File: config.mk
export PLATFORM = sky130hd
export DESIGN_NAME = tcp_core
export DESIGN_NICKNAME = d
export VERILOG_FILES = /design/src/inc/tcp_pkg.sv /design/src/design/tcp_core.sv
export SDC_FILE = /design/constraint.sdc
export NUM_CORES = 1
export LEC_CHECK = 0
export ABC_CLOCK_PERIOD_IN_PS = 4100
export BUFFER_PORTS_ARGS = -buffer_cell sky130_fd_sc_hd__buf_2
export CORE_MARGIN = 2
export CORE_UTILIZATION = 35
export CTS_CLUSTER_DIAMETER = 50
export DETAILED_ROUTE_END_ITERATION = 8
export PLACE_DENSITY = 0.66
export SYNTH_ARGS = -nofsm -noshare
export SYNTH_HDL_FRONTEND = slang
export SYNTH_SLANG_ARGS = --single-unit
File: constraint.sdc
create_clock -name SYS_CLK -period 4.1 [get_ports SYS_CLK]
set_input_delay 0.82 -clock SYS_CLK [delete_from_list [all_inputs] [get_ports SYS_CLK]]
set_output_delay 0.82 -clock SYS_CLK [all_outputs]
set_load 0.05 [all_outputs]
File: src/inc/tcp_pkg.sv
// package of constants for the timer counter prescaler core
// Functional notes
// - Writing one to the counter reset bit clears counter, prescaler and the low byte hold buffer and touches no other register.
// - After a software counter reset the counter restarts from zero on the next selected edges unless halted.
// - The counter reset bit clears itself, always reads zero, and writing zero does nothing.
// - A system reset clears the counter reset bit.
// - Setting halt and counter reset in one write leaves the counter stopped at zero.
// - Divider codes zero to six count the bus clock divided by 1, 2, 4, 8, 16, 32 and 64.
// - Divider code all ones counts edges of the external count clock pin.
// - System reset clears the divider select to zero; software can read and write it.
// - The count is read as two read-only byte registers that writes do not change.
// - Reading the high byte captures the low byte into a buffer returned by the next low byte read.
// - While a low byte is held, further high byte reads do not overwrite it until the low byte is read.
// - System reset and software counter reset clear both count byte registers.
// - The halt bit freezes the counter, clearing it resumes counting, and system reset sets it.
package tcp_pkg;
    localparam logic [11:0] TCP_OFS_CTRL = 12'h000;
    localparam logic [11:0] TCP_OFS_CNTH = 12'h004;
    localparam logic [11:0] TCP_OFS_CNTL = 12'h008;
    localparam int TCP_HALT_BIT = 5;
    localparam int TCP_RST_BIT = 4;
    localparam int TCP_PS_LSB = 0;
    localparam logic [2:0] TCP_PS_RESET = 3'h0;
    localparam logic [2:0] TCP_PS_EXT = 3'h7;
    localparam logic TCP_HALT_RESET = 1'b1;
    localparam logic [15:0] TCP_CNT_RESET = 16'h0000;
    localparam logic [5:0] TCP_PRE_RESET = 6'h00;
endpackage

File: src/design/tcp_core.sv
// timer counter and prescaler core with an apb register slave
module tcp_core
    import tcp_pkg::*;
#(
    parameter int CNT_W = 16
)
(
    input wire logic SYS_CLK,
    input wire logic RST_N,
    input wire logic PSEL,
    input wire logic PENABLE,
    input wire logic PWRITE,
    input wire logic [11:0] PADDR,
    input wire logic [31:0] PWDATA,
    output logic [31:0] PRDATA,
    output logic PREADY,
    output logic PSLVERR,
    input wire logic EXT_COUNT_CLK,
    output logic [CNT_W-1:0] COUNT_VALUE
);

    typedef enum logic [1:0] {
        TCP_LATCH_IDLE = 2'b01,
        TCP_LATCH_HELD = 2'b10
    } tcp_latch_e;

    logic halt_r;
    logic [2:0] ps_r;
    logic [CNT_W-1:0] cnt_r;
    logic [5:0] pre_r;
    logic [7:0] held_low_r;
    tcp_latch_e latch_r;
    logic ext_s1_r;
    logic ext_s2_r;
    logic ext_s3_r;
    logic tick;
    logic sw_rst;
    logic acc;
    logic wr_ctrl;
    logic rd_hi;
    logic rd_lo;
    logic [31:0] rdata_nxt;
    logic err_nxt;

    // returns one when the prescaler has reached the tap for this code
    function automatic logic pre_tap(input logic [2:0] code,
                                     input logic [5:0] pre);
        logic [5:0] mask;
        mask = 6'h00;
        for (int i = 0; i < 6; i++)
        begin
            if (i < int'(code))
            begin
                mask[i] = 1'b1;
            end
        end
        return (pre & mask) == mask;
    endfunction

    assign acc = PSEL && PENABLE;
    assign wr_ctrl = acc && PWRITE && (PADDR == TCP_OFS_CTRL);
    assign rd_hi = acc && !PWRITE && (PADDR == TCP_OFS_CNTH);
    assign rd_lo = acc && !PWRITE && (PADDR == TCP_OFS_CNTL);
    // write of one requests reset; a zero does nothing
    assign sw_rst = wr_ctrl && PWDATA[TCP_RST_BIT];

    // external pin synchroniser, edge seen only after stage two
    always_ff @(posedge SYS_CLK)
    begin
        if (!RST_N)
        begin
            ext_s1_r <= 1'b0;
            ext_s2_r <= 1'b0;
            ext_s3_r <= 1'b0;
        end
        else
        begin
            ext_s1_r <= EXT_COUNT_CLK;
            ext_s2_r <= ext_s1_r;
            ext_s3_r <= ext_s2_r;
        end
    end

    always_comb
    begin
        if (ps_r == TCP_PS_EXT)
        begin
            tick = ext_s2_r && !ext_s3_r;
        end
        else
        begin
            tick = pre_tap(ps_r, pre_r);
        end
    end

    // control bits; the reset bit is never stored
    always_ff @(posedge SYS_CLK)
    begin
        if (!RST_N)
        begin
            halt_r <= TCP_HALT_RESET;
            ps_r <= TCP_PS_RESET;
        end
        else if (wr_ctrl)
        begin
            halt_r <= PWDATA[TCP_HALT_BIT];
            ps_r <= PWDATA[TCP_PS_LSB+:3];
        end
    end

    // prescaler runs while the counter runs
    always_ff @(posedge SYS_CLK)
    begin
        if (!RST_N || sw_rst)
        begin
            pre_r <= TCP_PRE_RESET;
        end
        else if (!halt_r)
        begin
            pre_r <= pre_r + 6'h01;
        end
    end

    always_ff @(posedge SYS_CLK)
    begin
        if (!RST_N || sw_rst)
        begin
            cnt_r <= CNT_W'(TCP_CNT_RESET);
        end
        else if (!halt_r && tick)
        begin
            cnt_r <= cnt_r + CNT_W'(1);
        end
    end

    // low byte hold buffer
    always_ff @(posedge SYS_CLK)
    begin
        if (!RST_N || sw_rst)
        begin
            latch_r <= TCP_LATCH_IDLE;
            held_low_r <= 8'h00;
        end
        else if (rd_lo)
        begin
            latch_r <= TCP_LATCH_IDLE;
        end
        else if (rd_hi)
        begin
            case (latch_r)
                TCP_LATCH_IDLE:
                begin
                    latch_r <= TCP_LATCH_HELD;
                    held_low_r <= cnt_r[7:0];
                end
                default:
                begin
                    latch_r <= TCP_LATCH_HELD;
                end
            endcase
        end
    end

    always_comb
    begin
        rdata_nxt = 32'h0000_0000;
        err_nxt = 1'b0;
        if (PADDR == TCP_OFS_CTRL)
        begin
            rdata_nxt[TCP_HALT_BIT] = halt_r;
            rdata_nxt[TCP_PS_LSB+:3] = ps_r; // reset bit reads zero
        end
        else if (PADDR == TCP_OFS_CNTH)
        begin
            rdata_nxt[7:0] = cnt_r[15:8];
            err_nxt = PWRITE;
        end
        else if (PADDR == TCP_OFS_CNTL)
        begin
            if (latch_r == TCP_LATCH_HELD)
            begin
                rdata_nxt[7:0] = held_low_r;
            end
            else
            begin
                rdata_nxt[7:0] = cnt_r[7:0];
            end
            err_nxt = PWRITE; // count bytes ignore writes
        end
        else
        begin
            err_nxt = 1'b1;
        end
    end

    // registered outputs; answer arrives in the first access cycle
    always_ff @(posedge SYS_CLK)
    begin
        if (!RST_N)
        begin
            PRDATA <= 32'h0000_0000;
            PREADY <= 1'b0;
            PSLVERR <= 1'b0;
            COUNT_VALUE <= '0;
        end
        else
        begin
            PREADY <= PSEL && !PENABLE;
            PRDATA <= rdata_nxt;
            PSLVERR <= err_nxt && PSEL && !PENABLE;
            COUNT_VALUE <= cnt_r;
        end
    end

    property p_rst_clears;
        @(posedge SYS_CLK) disable iff (!RST_N)
        sw_rst |=> cnt_r == '0 && pre_r == '0;
    endproperty
    a_rst_clears: assert property (p_rst_clears)
        else $error("counter not cleared by reset bit");
    property p_restart;
        @(posedge SYS_CLK) disable iff (!RST_N)
        sw_rst && !PWDATA[TCP_HALT_BIT] && PWDATA[2:0] == 3'h0
            ##1 !sw_rst && !wr_ctrl |=> cnt_r == CNT_W'(1);
    endproperty
    a_restart: assert property (p_restart)
        else $error("counter did not restart from zero");
    property p_rst_reads_zero;
        @(posedge SYS_CLK) disable iff (!RST_N)
        PSEL && !PENABLE && PADDR == TCP_OFS_CTRL |=> PRDATA[TCP_RST_BIT] == 0;
    endproperty
    a_rst_reads_zero: assert property (p_rst_reads_zero)
        else $error("reset bit read back as one");
    property p_halt_zero;
        @(posedge SYS_CLK) disable iff (!RST_N)
        sw_rst && PWDATA[TCP_HALT_BIT] ##1 !wr_ctrl [*3] |-> cnt_r == '0;
    endproperty
    a_halt_zero: assert property (p_halt_zero)
        else $error("halted counter left zero");
    property p_div;
        @(posedge SYS_CLK) disable iff (!RST_N)
        !halt_r && ps_r == 3'h1 && $past(!halt_r) && $past(ps_r) == 3'h1
            && !$past(sw_rst) && !sw_rst |-> $changed(cnt_r) == $past(pre_r[0]);
    endproperty
    a_div: assert property (p_div)
        else $error("divide by two rate wrong");
    property p_ext;
        @(posedge SYS_CLK) disable iff (!RST_N)
        ps_r == TCP_PS_EXT && !ext_s2_r |-> !tick;
    endproperty
    a_ext: assert property (p_ext)
        else $error("tick without external edge");
    property p_hold;
        @(posedge SYS_CLK) disable iff (!RST_N)
        halt_r && !sw_rst |=> $stable(cnt_r);
    endproperty
    a_hold: assert property (p_hold)
        else $error("counter moved while halted");
    property p_latch;
        @(posedge SYS_CLK) disable iff (!RST_N)
        latch_r == TCP_LATCH_HELD && !rd_lo && !sw_rst |=> $stable(held_low_r);
    endproperty
    a_latch: assert property (p_latch)
        else $error("held low byte overwritten");
    property p_capture;
        @(posedge SYS_CLK) disable iff (!RST_N)
        rd_hi && latch_r == TCP_LATCH_IDLE && !sw_rst
            |=> held_low_r == $past(cnt_r[7:0]);
    endproperty
    a_capture: assert property (p_capture)
        else $error("low byte not captured");

    // system reset leaves the counter halted, undivided and empty
    property p_sys_reset;
        @(posedge SYS_CLK)
        !RST_N |=> halt_r == TCP_HALT_RESET && ps_r == TCP_PS_RESET
            && cnt_r == '0 && latch_r == TCP_LATCH_IDLE;
    endproperty
    a_sys_reset: assert property (p_sys_reset)
        else $error("state after system reset wrong");
    property p_ctrl_write;
        @(posedge SYS_CLK) disable iff (!RST_N)
        wr_ctrl |=> ps_r == $past(PWDATA[TCP_PS_LSB+:3])
            && halt_r == $past(PWDATA[TCP_HALT_BIT]);
    endproperty
    a_ctrl_write: assert property (p_ctrl_write)
        else $error("control write not stored");
    property p_ext_count;
        @(posedge SYS_CLK) disable iff (!RST_N)
        ps_r == TCP_PS_EXT && !halt_r && !sw_rst && ext_s2_r && !ext_s3_r
            |=> cnt_r == $past(cnt_r) + CNT_W'(1);
    endproperty
    a_ext_count: assert property (p_ext_count)
        else $error("external edge not counted");
    property p_ext_quiet;
        @(posedge SYS_CLK) disable iff (!RST_N)
        ps_r == TCP_PS_EXT && !sw_rst && !(ext_s2_r && !ext_s3_r)
            |=> $stable(cnt_r);
    endproperty
    a_ext_quiet: assert property (p_ext_quiet)
        else $error("counter moved without external edge");
    // count byte writes leave the count to its own clocking
    property p_count_ro;
        @(posedge SYS_CLK) disable iff (!RST_N)
        acc && PWRITE && PADDR != TCP_OFS_CTRL
            |=> cnt_r == $past(cnt_r) + CNT_W'($past(!halt_r && tick));
    endproperty
    a_count_ro: assert property (p_count_ro)
        else $error("write changed the count");
    property p_high_read;
        @(posedge SYS_CLK) disable iff (!RST_N)
        PSEL && !PENABLE && PADDR == TCP_OFS_CNTH
            |=> PRDATA == {24'h000000, $past(cnt_r[15:8])};
    endproperty
    a_high_read: assert property (p_high_read)
        else $error("high byte read wrong");
    property p_held_read;
        @(posedge SYS_CLK) disable iff (!RST_N)
        PSEL && !PENABLE && PADDR == TCP_OFS_CNTL
            && latch_r == TCP_LATCH_HELD
            |=> PRDATA[7:0] == $past(held_low_r);
    endproperty
    a_held_read: assert property (p_held_read)
        else $error("held low byte not returned");
    property p_live_read;
        @(posedge SYS_CLK) disable iff (!RST_N)
        PSEL && !PENABLE && PADDR == TCP_OFS_CNTL
            && latch_r == TCP_LATCH_IDLE
            |=> PRDATA[7:0] == $past(cnt_r[7:0]);
    endproperty
    a_live_read: assert property (p_live_read)
        else $error("live low byte not returned");
    property p_release;
        @(posedge SYS_CLK) disable iff (!RST_N)
        rd_lo || sw_rst |=> latch_r == TCP_LATCH_IDLE;
    endproperty
    a_release: assert property (p_release)
        else $error("low byte buffer not released");

    c_sw_rst: cover property (@(posedge SYS_CLK) sw_rst);
    c_ext: cover property (@(posedge SYS_CLK) ps_r == TCP_PS_EXT && tick);
    c_pair: cover property (@(posedge SYS_CLK) rd_hi ##[1:20] rd_lo);
    c_halt_rst: cover property (@(posedge SYS_CLK)
        sw_rst && PWDATA[TCP_HALT_BIT]);
    c_held_read: cover property (@(posedge SYS_CLK)
        rd_lo && latch_r == TCP_LATCH_HELD);
endmodule

== Word level (Yosys, flattened, before mapping) ==
Cells that the tools add are included.
Word-level totals
  word-level logic and storage cells: 75
  bits of input ports: 50
  output and inout bits: 50
  bits in registers: 89
Cells by class
  $lt $le $gt $ge: 6
  bitwise logic cells: 3
  mux-type cells: 21
  equality and inequality tests: 6
  add/sub/neg operators: 2
  reductions and logical operators: 22
Operators with widths (number)
  two-way mux 8 bit: 3
  two-way mux 1 bit: 17
  adder 16 x 1 -> 16 bit, second input constant: 1
  == test 12 x 3 -> 1 bit, second input constant: 1
  == test 12 x 4 -> 1 bit, second input constant: 1
  logical AND 1 bit: 12
  logical NOT 12 bit: 1
  adder 6 x 1 -> 6 bit, second input constant: 1
  bitwise AND 6 bit: 1
  == test 6 bit: 1
  less-than comparator 1 x 3 -> 1 bit, first input constant: 2
  less-than comparator 2 x 3 -> 1 bit, first input constant: 2
  less-than comparator 3 bit, first input constant: 2
  logical NOT 1 bit: 5
  OR reduction 2 bit: 2
  == test 3 bit, second input constant: 1
  two-way mux 3 bit: 1
  AND reduction 3 bit: 1
  == test 2 x 1 -> 1 bit, second input constant: 1
  == test 2 bit, second input constant: 1
  inverter 1 bit: 2
  logical OR 1 bit: 1

== Logic depth before layout (Yosys ltp) ==
Gate-level depths: netlist of the first run.
  depth in word-level cells: 7
  depth in mapped cells: 7
  mapped depth without buffers: 6

== Worst setup path after synthesis of the first run ==
OpenSTA, ideal clock, no wires.
  path kind: input port to flip-flop
  start: in PADDR[3]
  end: reg held_low_r[4]
  arrival time: 1.951 ns
  setup time: 0.128 ns
  stages: 6
  path buffers: 2
  path slack: 2.021 ns
  data required time: 3.972 ns
  path through: clkbuf_1 nor3_1 nand3_1 o21ai_0 clkbuf_1 nor2_1
On the way
  cells in the longest elaborated chain, start to end: 4
  elaborated cells on any way between the ends: 10
  those cells by class: 2 x eq/ne; 1 x bitwise; 7 x reduce/logical
RTL lines
  start, declared: RTL line tcp_core.sv:13  | input wire logic [11:0] PADDR,
  == test 12 x 4 -> 1 bit or logical NOT 12 bit (tied branches): RTL line tcp_core.sv:63, tcp_core.sv:61
  logical AND 1 bit (on tied branches): RTL line tcp_core.sv:63, tcp_core.sv:61
  inverter 1 bit (no line) or logical AND 1 bit (tied branches)
  AND reduction 3 bit (no line) or logical OR 1 bit (tied branches)
  end signal, assigned: RTL line tcp_core.sv:154  | held_low_r <= cnt_r[7:0];
  end, declared: RTL line tcp_core.sv:31  | logic [7:0] held_low_r;
Several ways; a longest one is shown, not always the timed one.
A chain may end at the register's enable or synchronous reset.

== Worst setup path after layout of the first run ==
  start: reg ps_r[2]
  end: reg cnt_r[9]
On the way
  cells in the longest elaborated chain, start to end: 7
  elaborated cells on any way between the ends: 23
  those cells by class: 6 x order compare; 2 x eq/ne; 13 x mux; 1 x bitwise; 1 x reduce/logical
RTL lines
  start, declared: RTL line tcp_core.sv:28  | logic [2:0] ps_r;
  start signal, assigned: RTL line tcp_core.sv:107  | ps_r <= PWDATA[TCP_PS_LSB+:3];
  less-than comparator 1 x 3 -> 1 bit, or another cell as far along: RTL line tcp_core.sv:52  | if (i < int'(code))
  two-way mux 1 bit: RTL line tcp_core.sv:52
  two-way mux 1 bit: RTL line tcp_core.sv:86  | if (ps_r == TCP_PS_EXT)
  bitwise AND 6 bit: RTL line tcp_core.sv:57  | return (pre & mask) == mask;
  == test 6 bit: RTL line tcp_core.sv:57
  two-way mux 1 bit (*): RTL line tcp_core.sv:86
  logical AND 1 bit (*): RTL line tcp_core.sv:130  | else if (!halt_r && tick)
  end signal, assigned: RTL line tcp_core.sv:128  | cnt_r <= CNT_W'(TCP_CNT_RESET);
  end signal, assigned: RTL line tcp_core.sv:132  | cnt_r <= cnt_r + CNT_W'(1);
  end, declared: RTL line tcp_core.sv:29  | logic [CNT_W-1:0] cnt_r;
Every way passes the cells marked *; elsewhere a longest branch is shown, timed or not. The select of a mux whose other input is x is not followed.

==> results of run 1 <==
## power breakdown
part / internal [mW] / leakage (nW) / switching [mW] / total [mW]
registers: 0.633 / 0.524 / 0.000571 / 0.634
logic: 0.0133 / 0.849 / 0.0706 / 0.0840
clock network: 0.342 / 0.0995 / 0.239 / 0.581
total: 0.988 / 1.47 / 0.311 / 1.30
## logic make-up after synthesis
logic type | count (synthesis) | share of synthesized area (%)
flip-flops | 65 | 43.90
adder cells (fa/ha/maj) | 3 | 1.182
XOR/XNOR | 5 | 1.478
multiplexers | 26 | 8.864
AO/OA/AOI/OAI | 51 | 10.68
other | 1 | 0.1265
AND/OR/NAND/NOR | 122 | 23.47
buffers and inverters | 44 | 10.30
## how the worst max path moves through the flow
| stage | to | cells after the start | from | slack (ns) |
|---|---|---|---|---|
| after global routing | cnt_r[12]$_SDFFE_PP0P_ | 5 | ps_r[2]$_SDFFE_PN0P_ | 1.62 |
| final | cnt_r[9]$_SDFFE_PP0P_ | 5 | ps_r[2]$_SDFFE_PN0P_ | 2.01 |
| after CTS | cnt_r[9]$_SDFFE_PP0P_ | 5 | ps_r[2]$_SDFFE_PN0P_ | 2.00 |
| after global placement | held_low_r[0]$_SDFFE_PP0P_ | 6 | PADDR[1] | 1.78 |
| after detailed placement | held_low_r[3]$_SDFFE_PP0P_ | 6 | PADDR[2] | 1.77 |
| after floorplan | held_low_r[4]$_SDFFE_PP0P_ | 6 | PADDR[3] | 2.02 |
## sequential cells by signal (all words and copies together), names as in the netlist, 2 cells and up
name,cells
pre_r,6
latch_r,2
ps_r,3
held_low_r,8
cnt_r,16
COUNT_VALUE,16
PRDATA,8
## final cells by class
class | instances | area [sq um] | area share (%)
multi-input combinational | 231 | 1444 | 43.14
sequential | 65 | 1301 | 38.88
timing repair buffer | 49 | 247.7 | 7.402
clock buffer | 11 | 131.4 | 3.925
tap | 105 | 131.4 | 3.925
clock inverter | 5 | 80.08 | 2.393
inverter | 3 | 11.26 | 0.3364
## Yosys cell counts (2+ instances only)
cell type / instances
o21ai_0: 8
and3_1: 2
clkbuf_1: 8
o22a_1: 2
nand2b_1: 4
or3_1: 3
nand3_1: 5
clkbuf_8: 3
o21a_1: 3
a21oi_1: 22
or4_1: 10
nor2_1: 34
nor2b_1: 7
mux2i_1: 24
nor4_1: 3
and2_1: 18
buf_4: 24
o31ai_1: 10
buf_6: 2
ha_1: 2
dfxtp_1: 65
buf_2: 2
mux2_2: 2
nor3_1: 3
xnor2_1: 2
clkbuf_2: 2
nand4_1: 7
xor2_1: 3
nand4b_1: 4
inv_1: 3
nand2_1: 15
## routing by layer
layer | wire [um] | up-vias | global-route usage (%)
li1 | - | 1151 | -
met1 | 2671 | 1103 | 16.51
met2 | 2892 | 54 | 22.16
met3 | 321 | 7 | 4.933
met4 | 82 | 0 | 4.643
met5 | 0 | - | 0
## through the flow
step | util [%] | std cells | setup slack (ns)
final | 40.73 | 469 | 2.011
after global routing | 40.73 | 469 | 1.616
after CTS | 40.73 | 469 | 1.998
after detailed placement | 38.16 | 453 | 1.775
after global placement | 38.16 | 453 | 1.784
after floorplan | - | 340 | 2.021
## critical path, delay by kind of cell (launching register included)
kind               cells  cell delay (ns)
DFF                    1             0.45
AOI/OAI and AO/OA      5             1.55
==> metrics.cfg, run 1 <==
[run_status]
status = completed

[timing]
finalCritPeriodShare_pct = 50.95
finalCriticalPeriod_ns = 2.089
rsz0062_at_grt = false
final-hold-violation-count = 0
worst_pin_slew_ns = 1.103
slew_headroom_pct = 26.49
clock_skew_ns = 0.01226
hold_slack_ns = 0.4378
max_freq_mhz = 478.7
report.final.slew_viol_count = 0
setup_tns_ns = 0
setup_viol = 0

[routing]
viasPerCell = 4.936
wl_per_cell_um = 12.72
route.detailed.drc = 0
drt-pass1-iter-count = 4
drtAntennaViolNets = 0
vias = 2315
routed_wl_mm = 5.967
drtIter0Drc = 111

[cts]
cts-buffers-inserted = 9
cts_tree = yes
clock-root-buffer = clkbuf_8
htree_levels = 3
cts_setup_buffers = 0
cts_sinks = 65
path_clk_slew_ns = 0.07
clk_latency_ns = 0.34
hold_buffers = 0
clock_path_buffers = 2
cts_resized = 0

[worst_setup_path]
crit_fanout = 32
crit_chain = a2bb2oi_1 > o221ai_1 > a21oi_2 > o31ai_1 > a21oi_1
arrival_ns = 2.35
required_ns = 4.36
r2r_end = cnt_r[9]$_SDFFE_PP0P_
path_class = flop to flop
r2r_slack_ns = 2.01
cp-start-kind = flop
slowest_delay_ns = 0.85
end_kind = flop
crit_slowest_cell = a21oi_2
reg2reg_depth = 5
timing.rr.start = ps_r[2]$_SDFFE_PN0P_

[floorplan]
chipHeight_um = 96.03
fp.coreArea_sq_um = 8217
io_pins = 100
start_util_pct = 36.07
die_width_um = 96.03
die_area_sq_um = 9221
rows = 33

[placement]
port_buffers = 48
hpwl_mm = 4.178
place.gp.congestion = 0.8401
dpl_cell_area_sq_um = 3136

[power_and_ir_drop]
max-vdd-ir-drop_uv = 150.2
leakage_nw = 1.473
finalPower_mw = 1.299
power_density_nw_per_um2 = 388.0

[global_route]
overflow = 0
grt_usage_pct = 13.59
grt_max_degree = 33
grt_first_pass_wirelength_mm = 9.466
antenna_found_initial = 0
grt_pass1_vias = 1968

[hold_path]
hold_path_depth = 1
hold_class = flop to flop
min_from = ext_s1_r$_SDFF_PN0_
holdPathEnd = ext_s2_r$_SDFF_PN0_

[job]
maxCapViolations = 0

[synth]
syn-cell-area_sq_um = 2964
synth_area_leader_cell = dfxtp_1
synth_top_flop_cell = dfxtp_1
yosys.area.top_type_share_pct = 43.90
yosysWarnings = 0
synth_edf_count = 0
ys_seq_area_share_pct = 43.90
synth_seq_cells = 65
synthTopCellsByArea = dfxtp_1 (44%), mux2i_1 (8.1%), buf_4 (6.1%)
synthArstFlopShare_pct = 0
syn_inst = 317
synth.avg_cell_area_sq_um = 9.350
netlist-cell-type-count = 46

[layout]
nets = 411
n_fill_cell = 844
mostFrequentLayoutCell = dfxtp_1
area_growth_pct = 12.92
fin_area_sq_um = 3347
layout_common_cells = dfxtp_1 (65), buf_2 (48), nor2_1 (34)
n_antenna_cell = 0
layout-drive-gt1-share_pct = 19.78

No activity file was read; power rests on OpenSTA's default activity.
==> run 2, diff against run 1 <==
--- a/config.mk
+++ b/config.mk
@@ -5,7 +5,7 @@
 export SDC_FILE = /design/constraint.sdc
 export NUM_CORES = 1
 export LEC_CHECK = 0
-export ABC_CLOCK_PERIOD_IN_PS = 4100
+export ABC_CLOCK_PERIOD_IN_PS = 2200
 export BUFFER_PORTS_ARGS = -buffer_cell sky130_fd_sc_hd__buf_2
 export CORE_MARGIN = 2
 export CORE_UTILIZATION = 35
==> constraint.sdc (replaced) <==
create_clock -name SYS_CLK -period 2.2 [get_ports SYS_CLK]
set_input_delay 0.44 -clock SYS_CLK [delete_from_list [all_inputs] [get_ports SYS_CLK]]
set_output_delay 0.44 -clock SYS_CLK [all_outputs]
set_load 0.05 [all_outputs]
==> run 2 against run 1 <==
- sequential cell count is the same
- first-iteration DRC count shrank 44%
- cell area grew 1.2%
- via count grew 0.39%
- critical endpoint is now cnt_r[14]$_SDFFE_PP0P_
- non-clock buffer count grew 3
- largest power group unchanged
==> metrics.cfg, run 2 (synthesized netlist as in run 1, its figures left out) <==
[power_and_ir_drop]
power_density_nw_per_um2 = 709.6  ; was 388.0 nW/um^2
p_sw_uw = 580.8  ; was 310.6 uW
power_switching_share_pct = 24.18  ; was 23.92%
seqPwrFrac_pct = 49.2  ; was 48.8%
leakage_nw = 1.497  ; was 1.473 nW
max-vdd-ir-drop_uv = 303.8  ; was 150.2 uV
p_int_mw = 1.822  ; was 988.0 uW
p_comb_share_pct = 6.7  ; was 6.5%
pwr-share-clk_pct = 44.1  ; was 44.7%

[timing]
slew_headroom_pct = 66.13  ; was 26.49%
setup_viol = 0  ; unchanged
finalCritPeriodShare_pct = 82.89  ; was 50.95%
finalCriticalPeriod_ns = 1.824  ; was 2.089 ns
setup_tns_ns = 0  ; unchanged
max_freq_mhz = 548.4  ; was 478.7 MHz
report.final.slew_viol_count = 0  ; unchanged
worst_pin_slew_ns = 0.5080  ; was 1.103 ns
clock_skew_ns = 0.007919  ; was 0.01226 ns
hold_slack_ns = 0.2743  ; was 0.4378 ns
final-hold-violation-count = 0  ; unchanged
rsz0062_at_grt = false  ; unchanged

[routing]
wl_per_cell_um = 12.80  ; was 12.72 um
drtIter0Drc = 62  ; was 111
routed_wl_mm = 6.041  ; was 5.967 mm
vias = 2324  ; was 2315
drtAntennaViolNets = 0  ; unchanged
drt-pass1-iter-count = 4  ; unchanged
route.detailed.drc = 0  ; unchanged
viasPerCell = 4.924  ; was 4.936

[global_route]
grt_first_pass_wirelength_mm = 9.784  ; was 9.466 mm
grt_pass1_vias = 2106  ; was 1968
antenna_found_initial = 0  ; unchanged
grt_max_degree = 33  ; unchanged
overflow = 0  ; unchanged
grt_usage_pct = 14.08  ; was 13.59%

[cts]
cts_resized = 0  ; unchanged
cts_setup_buffers = 0  ; unchanged
clock-root-buffer = clkbuf_8  ; unchanged
path_clk_slew_ns = 0.07  ; about the same
cts_sinks = 65  ; unchanged
clk_latency_ns = 0.35  ; was 0.34 ns
cts-buffers-inserted = 9  ; unchanged
cts_tree = yes  ; unchanged
htree_levels = 3  ; unchanged
hold_buffers = 0  ; unchanged
clock_path_buffers = 2  ; unchanged

[layout]
layout_common_cells = dfxtp_1 (65), buf_2 (48), nor2_1 (34)  ; unchanged
area_growth_pct = 14.23  ; was 12.92%
n_antenna_cell = 0  ; unchanged
nets = 414  ; was 411
largestRegisters = COUNT_VALUE (16), cnt_r (16)  ; unchanged
n_fill_cell = 831  ; was 844
final_core_util_pct = 41.21  ; was 40.73%
mostFrequentLayoutCell = dfxtp_1  ; unchanged
layout-drive-gt1-share_pct = 20.98  ; was 19.78%

[hold_path]
holdPathEnd = PREADY$_SDFF_PN0_  ; was ext_s2_r$_SDFF_PN0_
hold_path_depth = 2  ; was 1
hold_class = input pin to flop  ; was flop to flop
min_from = PENABLE  ; was ext_s1_r$_SDFF_PN0_

[placement]
port_buffers = 48  ; unchanged
place.gp.congestion = 0.8301  ; was 0.8401
hpwl_mm = 4.259  ; was 4.178 mm

[job]
maxCapViolations = 0  ; unchanged

[floorplan]
die_width_um = 96.03  ; unchanged
chipHeight_um = 96.03  ; unchanged
start_util_pct = 36.07  ; unchanged
fp.coreArea_sq_um = 8217  ; unchanged
rows = 33  ; unchanged
die_area_sq_um = 9221  ; unchanged
io_pins = 100  ; unchanged

[worst_setup_path]
crit_fanout = 8  ; was 32
path_class = flop to flop  ; unchanged
reg2reg_depth = 5  ; unchanged
arrival_ns = 2.10  ; was 2.35 ns
required_ns = 2.48  ; was 4.36 ns
timing.rr.start = cnt_r[4]$_SDFFE_PP0P_  ; was ps_r[2]$_SDFFE_PN0P_
end_kind = flop  ; unchanged
r2r_slack_ns = 0.38  ; was 2.01 ns
r2r_end = cnt_r[14]$_SDFFE_PP0P_  ; was cnt_r[9]$_SDFFE_PP0P_
cp-start-kind = flop  ; unchanged

[run_status]
status = completed  ; unchanged

run 2: cell types whose count changed in the layout (fill, tap and decap cells not counted):
cell,change
clkbuf_1,-2
clkbuf_8,+3
buf_4,+2
buf_12,+1
bufinv_16,-1
run 2: layer usage:
layer | vias up | part of all wire (%) | global-route usage, % | wire (um)
met2 | 59 | 49 | 23.84 | 2964
li1 | 1157 | - | - | -
met1 | 1099 | 43 | 15.83 | 2598
met4 | 0 | 1.8 | 5.476 | 111
met5 | - | 0 | 0 | 0
met3 | 9 | 6.1 | 5.560 | 367
run 2: how the worst max path moves through the flow:
stage | to | slack, ns | depth (start not counted) | start
floorplan | held_low_r[4]$_SDFFE_PP0P_ | 0.50 | 6 | PADDR[3]
global placement | held_low_r[0]$_SDFFE_PP0P_ | 0.28 | 6 | PADDR[5]
detailed placement | held_low_r[6]$_SDFFE_PP0P_ | 0.19 | 6 | PADDR[1]
CTS | cnt_r[14]$_SDFFE_PP0P_ | 0.37 | 5 | cnt_r[4]$_SDFFE_PP0P_
global route | cnt_r[14]$_SDFFE_PP0P_ | 0.21 | 5 | cnt_r[3]$_SDFFE_PP0P_
finish | cnt_r[14]$_SDFFE_PP0P_ | 0.38 | 5 | cnt_r[4]$_SDFFE_PP0P_
run 2: worst max-delay path, cell delays in order, from the launching register on:
cell,delay [ns]
dfxtp_1,0.50
nand4_4,0.18
nor4_4,0.34
nand4_1,0.16
or4_1,0.42
a21oi_1,0.14
run 2: power by group through the flow:
stage	registers, mW	clock network, mW	logic, mW
after floorplan	1.21	0	0.157
after global placement	1.21	0	0.160
after detailed placement	1.21	0	0.162
after CTS	1.18	1.09	0.162
after global routing	1.18	1.14	0.172
final	1.18	1.06	0.162
run 2: per-stage QoR:
stage | worst slack (ns) | instances | area, sq um | total power, mW
after floorplan | 0.5011 | 340 | 3050 | 1.370
after global placement | 0.2820 | 456 | 3171 | 1.368
after detailed placement | 0.1890 | 456 | 3171 | 1.370
after CTS | 0.3690 | 472 | 3386 | 2.436
after global routing | 0.2085 | 472 | 3386 | 2.488
final | 0.3764 | 472 | 3386 | 2.402
run 2: final cells by class:
| cell class | instances | area, sq um | area share, % |
|---|---|---|---|
| repair buffers | 52 | 282.8 | 8.352 |
| well taps | 105 | 131.4 | 3.880 |
| clock inverters | 4 | 50.05 | 1.478 |
| clock buffers | 12 | 165.2 | 4.878 |
| inverters | 3 | 11.26 | 0.3326 |
| flip-flops and latches | 65 | 1301 | 38.43 |
| multi-input cells | 231 | 1444 | 42.65 |
==> run 3, diff against run 2 <==
--- a/config.mk
+++ b/config.mk
@@ -5,13 +5,13 @@
 export SDC_FILE = /design/constraint.sdc
 export NUM_CORES = 1
 export LEC_CHECK = 0
-export ABC_CLOCK_PERIOD_IN_PS = 2200
+export ABC_CLOCK_PERIOD_IN_PS = 1630
 export BUFFER_PORTS_ARGS = -buffer_cell sky130_fd_sc_hd__buf_2
 export CORE_MARGIN = 2
 export CORE_UTILIZATION = 35
 export CTS_CLUSTER_DIAMETER = 50
 export DETAILED_ROUTE_END_ITERATION = 8
-export PLACE_DENSITY = 0.66
+export PLACE_DENSITY = 0.68
 export SYNTH_ARGS = -nofsm -noshare
 export SYNTH_HDL_FRONTEND = slang
 export SYNTH_SLANG_ARGS = --single-unit
==> constraint.sdc (replaced) <==
create_clock -name SYS_CLK -period 1.63 [get_ports SYS_CLK]
set_input_delay 0.326 -clock SYS_CLK [delete_from_list [all_inputs] [get_ports SYS_CLK]]
set_output_delay 0.326 -clock SYS_CLK [all_outputs]
set_load 0.05 [all_outputs]
==> run 3 against run 2 <==
- largest power group unchanged
- cell area up 10%
- worst setup slack lost 0.46 ns
- register-to-register slack lost 0.46 ns
- total power is 32% higher
- die area is the same
- fmax increased by 6.7%
- clock skew about the same
- highest routed layer unchanged
- the flow now finishes with violations (negative setup slack)
==> metrics.cfg, run 3 (synthesized netlist as in run 1, its figures left out) <==
[floorplan]
io_pins = 100  ; unchanged
die_width_um = 96.03  ; unchanged
fp.coreArea_sq_um = 8217  ; unchanged
die_area_sq_um = 9221  ; unchanged
rows = 33  ; unchanged
start_util_pct = 36.07  ; unchanged
chipHeight_um = 96.03  ; unchanged

[hold_path]
min_from = PENABLE  ; unchanged
hold_class = input pin to flop  ; unchanged

[timing]
finalCritPeriodShare_pct = 104.9  ; was 82.89%
finalCriticalPeriod_ns = 1.710  ; was 1.824 ns
clock_skew_ns = 0.008159  ; was 0.007919 ns
rsz0062_at_grt = true  ; was false
fin_ws_ns = -0.07986  ; was 0.3764 ns
report.final.slew_viol_count = 0  ; unchanged
max_freq_mhz = 584.8  ; was 548.4 MHz
setup_viol = 12  ; was 0
hold_slack_ns = 0.1823  ; was 0.2743 ns
final-hold-violation-count = 0  ; unchanged

[global_route]
overflow = 0  ; unchanged
grt_usage_pct = 15.72  ; was 14.08%
grt_max_degree = 32  ; was 33
grt_first_pass_wirelength_mm = 11.10  ; was 9.784 mm
grt_pass1_vias = 2413  ; was 2106
antenna_found_initial = 0  ; unchanged

[placement]
port_buffers = 48  ; unchanged
hpwl_mm = 4.785  ; was 4.259 mm
place.gp.congestion = 0.8040  ; was 0.8301
pre_cts_ws_ns = -0.1888  ; was 0.1890 ns
dpl_cell_area_sq_um = 3436  ; was 3171 sq um
dp.cells = 488  ; was 456

[cts]
hold_buffers = 0  ; unchanged
cts_sinks = 65  ; unchanged
cts-buffers-inserted = 9  ; unchanged
htree_levels = 3  ; unchanged
path_clk_slew_ns = 0.06  ; was 0.07 ns
clock-root-buffer = clkbuf_8  ; unchanged
clock_path_buffers = 2  ; unchanged
clk_latency_ns = 0.34  ; was 0.35 ns
cts_tree = yes  ; unchanged

[worst_setup_path]
arrival_ns = 1.98  ; was 2.10 ns
path_class = flop to flop  ; unchanged
r2r_slack_ns = -0.08  ; was 0.38 ns
timing.rr.start = ps_r[1]$_SDFFE_PN0P_  ; was cnt_r[4]$_SDFFE_PP0P_
cp-start-kind = flop  ; unchanged
end_kind = flop  ; unchanged
crit_fanout = 16  ; was 8
required_ns = 1.90  ; was 2.48 ns
cp-startpoint = ps_r[1]$_SDFFE_PN0P_  ; was cnt_r[4]$_SDFFE_PP0P_

[job]
maxCapViolations = 0  ; unchanged

[routing]
drt-pass1-iter-count = 4  ; unchanged
route.detailed.drc = 0  ; unchanged
drtIter0Drc = 179  ; was 62
viasPerCell = 4.889  ; was 4.924
wl_per_cell_um = 13.29  ; was 12.80 um
drtAntennaViolNets = 0  ; unchanged
vias = 2474  ; was 2324
routed_wl_mm = 6.726  ; was 6.041 mm

[layout]
layout-drive-gt1-share_pct = 30.92  ; was 20.98%
mostFrequentLayoutCell = dfxtp_1  ; unchanged
n_antenna_cell = 0  ; unchanged
layout_common_cells = dfxtp_1 (62), buf_2 (48), buf_4 (35)  ; was dfxtp_1 (65), buf_2 (48), nor2_1 (34)
layout.cells.non_filler = 506  ; was 472
area_growth_pct = 25.96  ; was 14.23%
nets = 449  ; was 414
fin_area_sq_um = 3734  ; was 3386 sq um
largestRegisters = COUNT_VALUE (16), cnt_r (16)  ; unchanged

[power_and_ir_drop]
max-vdd-ir-drop_uv = 462.2  ; was 303.8 uV
power_density_nw_per_um2 = 850.3  ; was 709.6 nW/um^2
leakage_nw = 1.703  ; was 1.497 nW

[run_status]
violations = negative setup slack
status = finished with violations  ; was completed

## run 3: cell count changes in the layout (fill, tap and decap cells not counted), moves of 3 or more
cell,before,now
or4_1,10,6
a21oi_1,22,18
dfxtp_1,65,62
or4_4,0,4
a21oi_2,1,5
buf_4,3,35
## run 3: critical path, cell delays in order, from the launching register on
cell	delay (ns)
dfxtp_4	0.36
nand3b_1	0.16
o211ai_1	0.21
a21oi_2	0.11
buf_12	0.16
or4_4	0.51
a21oi_2	0.14
## run 3: cell type report
class,instances,area (sq um)
Timing Repair Buffer,87,588.1
Fill cell,810,4483
Clock inverter,3,40.04
Sequential cell,65,1308
Tap cell,105,131.4
Multi-Input combinational cell,231,1500
Clock buffer,12,155.1
Inverter,3,11.26
## run 3: through the flow
stage	utilization [%]	setup TNS, ns	power [mW]
2_1_floorplan	-	0	1.849
3_3_place_gp	41.82	-0.6955	1.852
4_1_cts	44.31	-0.5454	3.212
5_1_grt	45.44	-1.839	3.315
6_report	45.44	-0.5205	3.175
3_5_place_dp	41.82	-2.963	1.855
## run 3: timing repair
action	4_1_cts	5_1_grt
pin swaps	2	11
setup buffers	0	2
gates resized for setup	4	13
endpoints found under the hold margin	0	0
endpoints found under the setup margin	12	15
cloned	0	1
## run 3: layer usage
metal	vias up	global-route usage, %	wire (um)
li1	1221	-	-
met1	1175	18.26	2946
met2	63	26.45	3304
met3	15	4.464	296
met4	0	7.619	178
met5	-	0	0
## run 3: worst paths after layout
kind | to | cells past startpoint
worst max-delay path | cnt_r[9]$_SDFFE_PP0P_ | 6
worst min-delay path | PREADY$_SDFF_PN0_ | 2
worst max register to register | cnt_r[9]$_SDFFE_PP0P_ | 6
worst min register to register | ext_s2_r$_SDFF_PN0_ | 1
## run 3: report_power, final
part           internal [mW]  switching, mW  total (mW)
combinational         0.0433          0.185       0.228
sequential              1.59        0.00128        1.59
clock                  0.777          0.578        1.35
total                   2.41          0.764        3.17
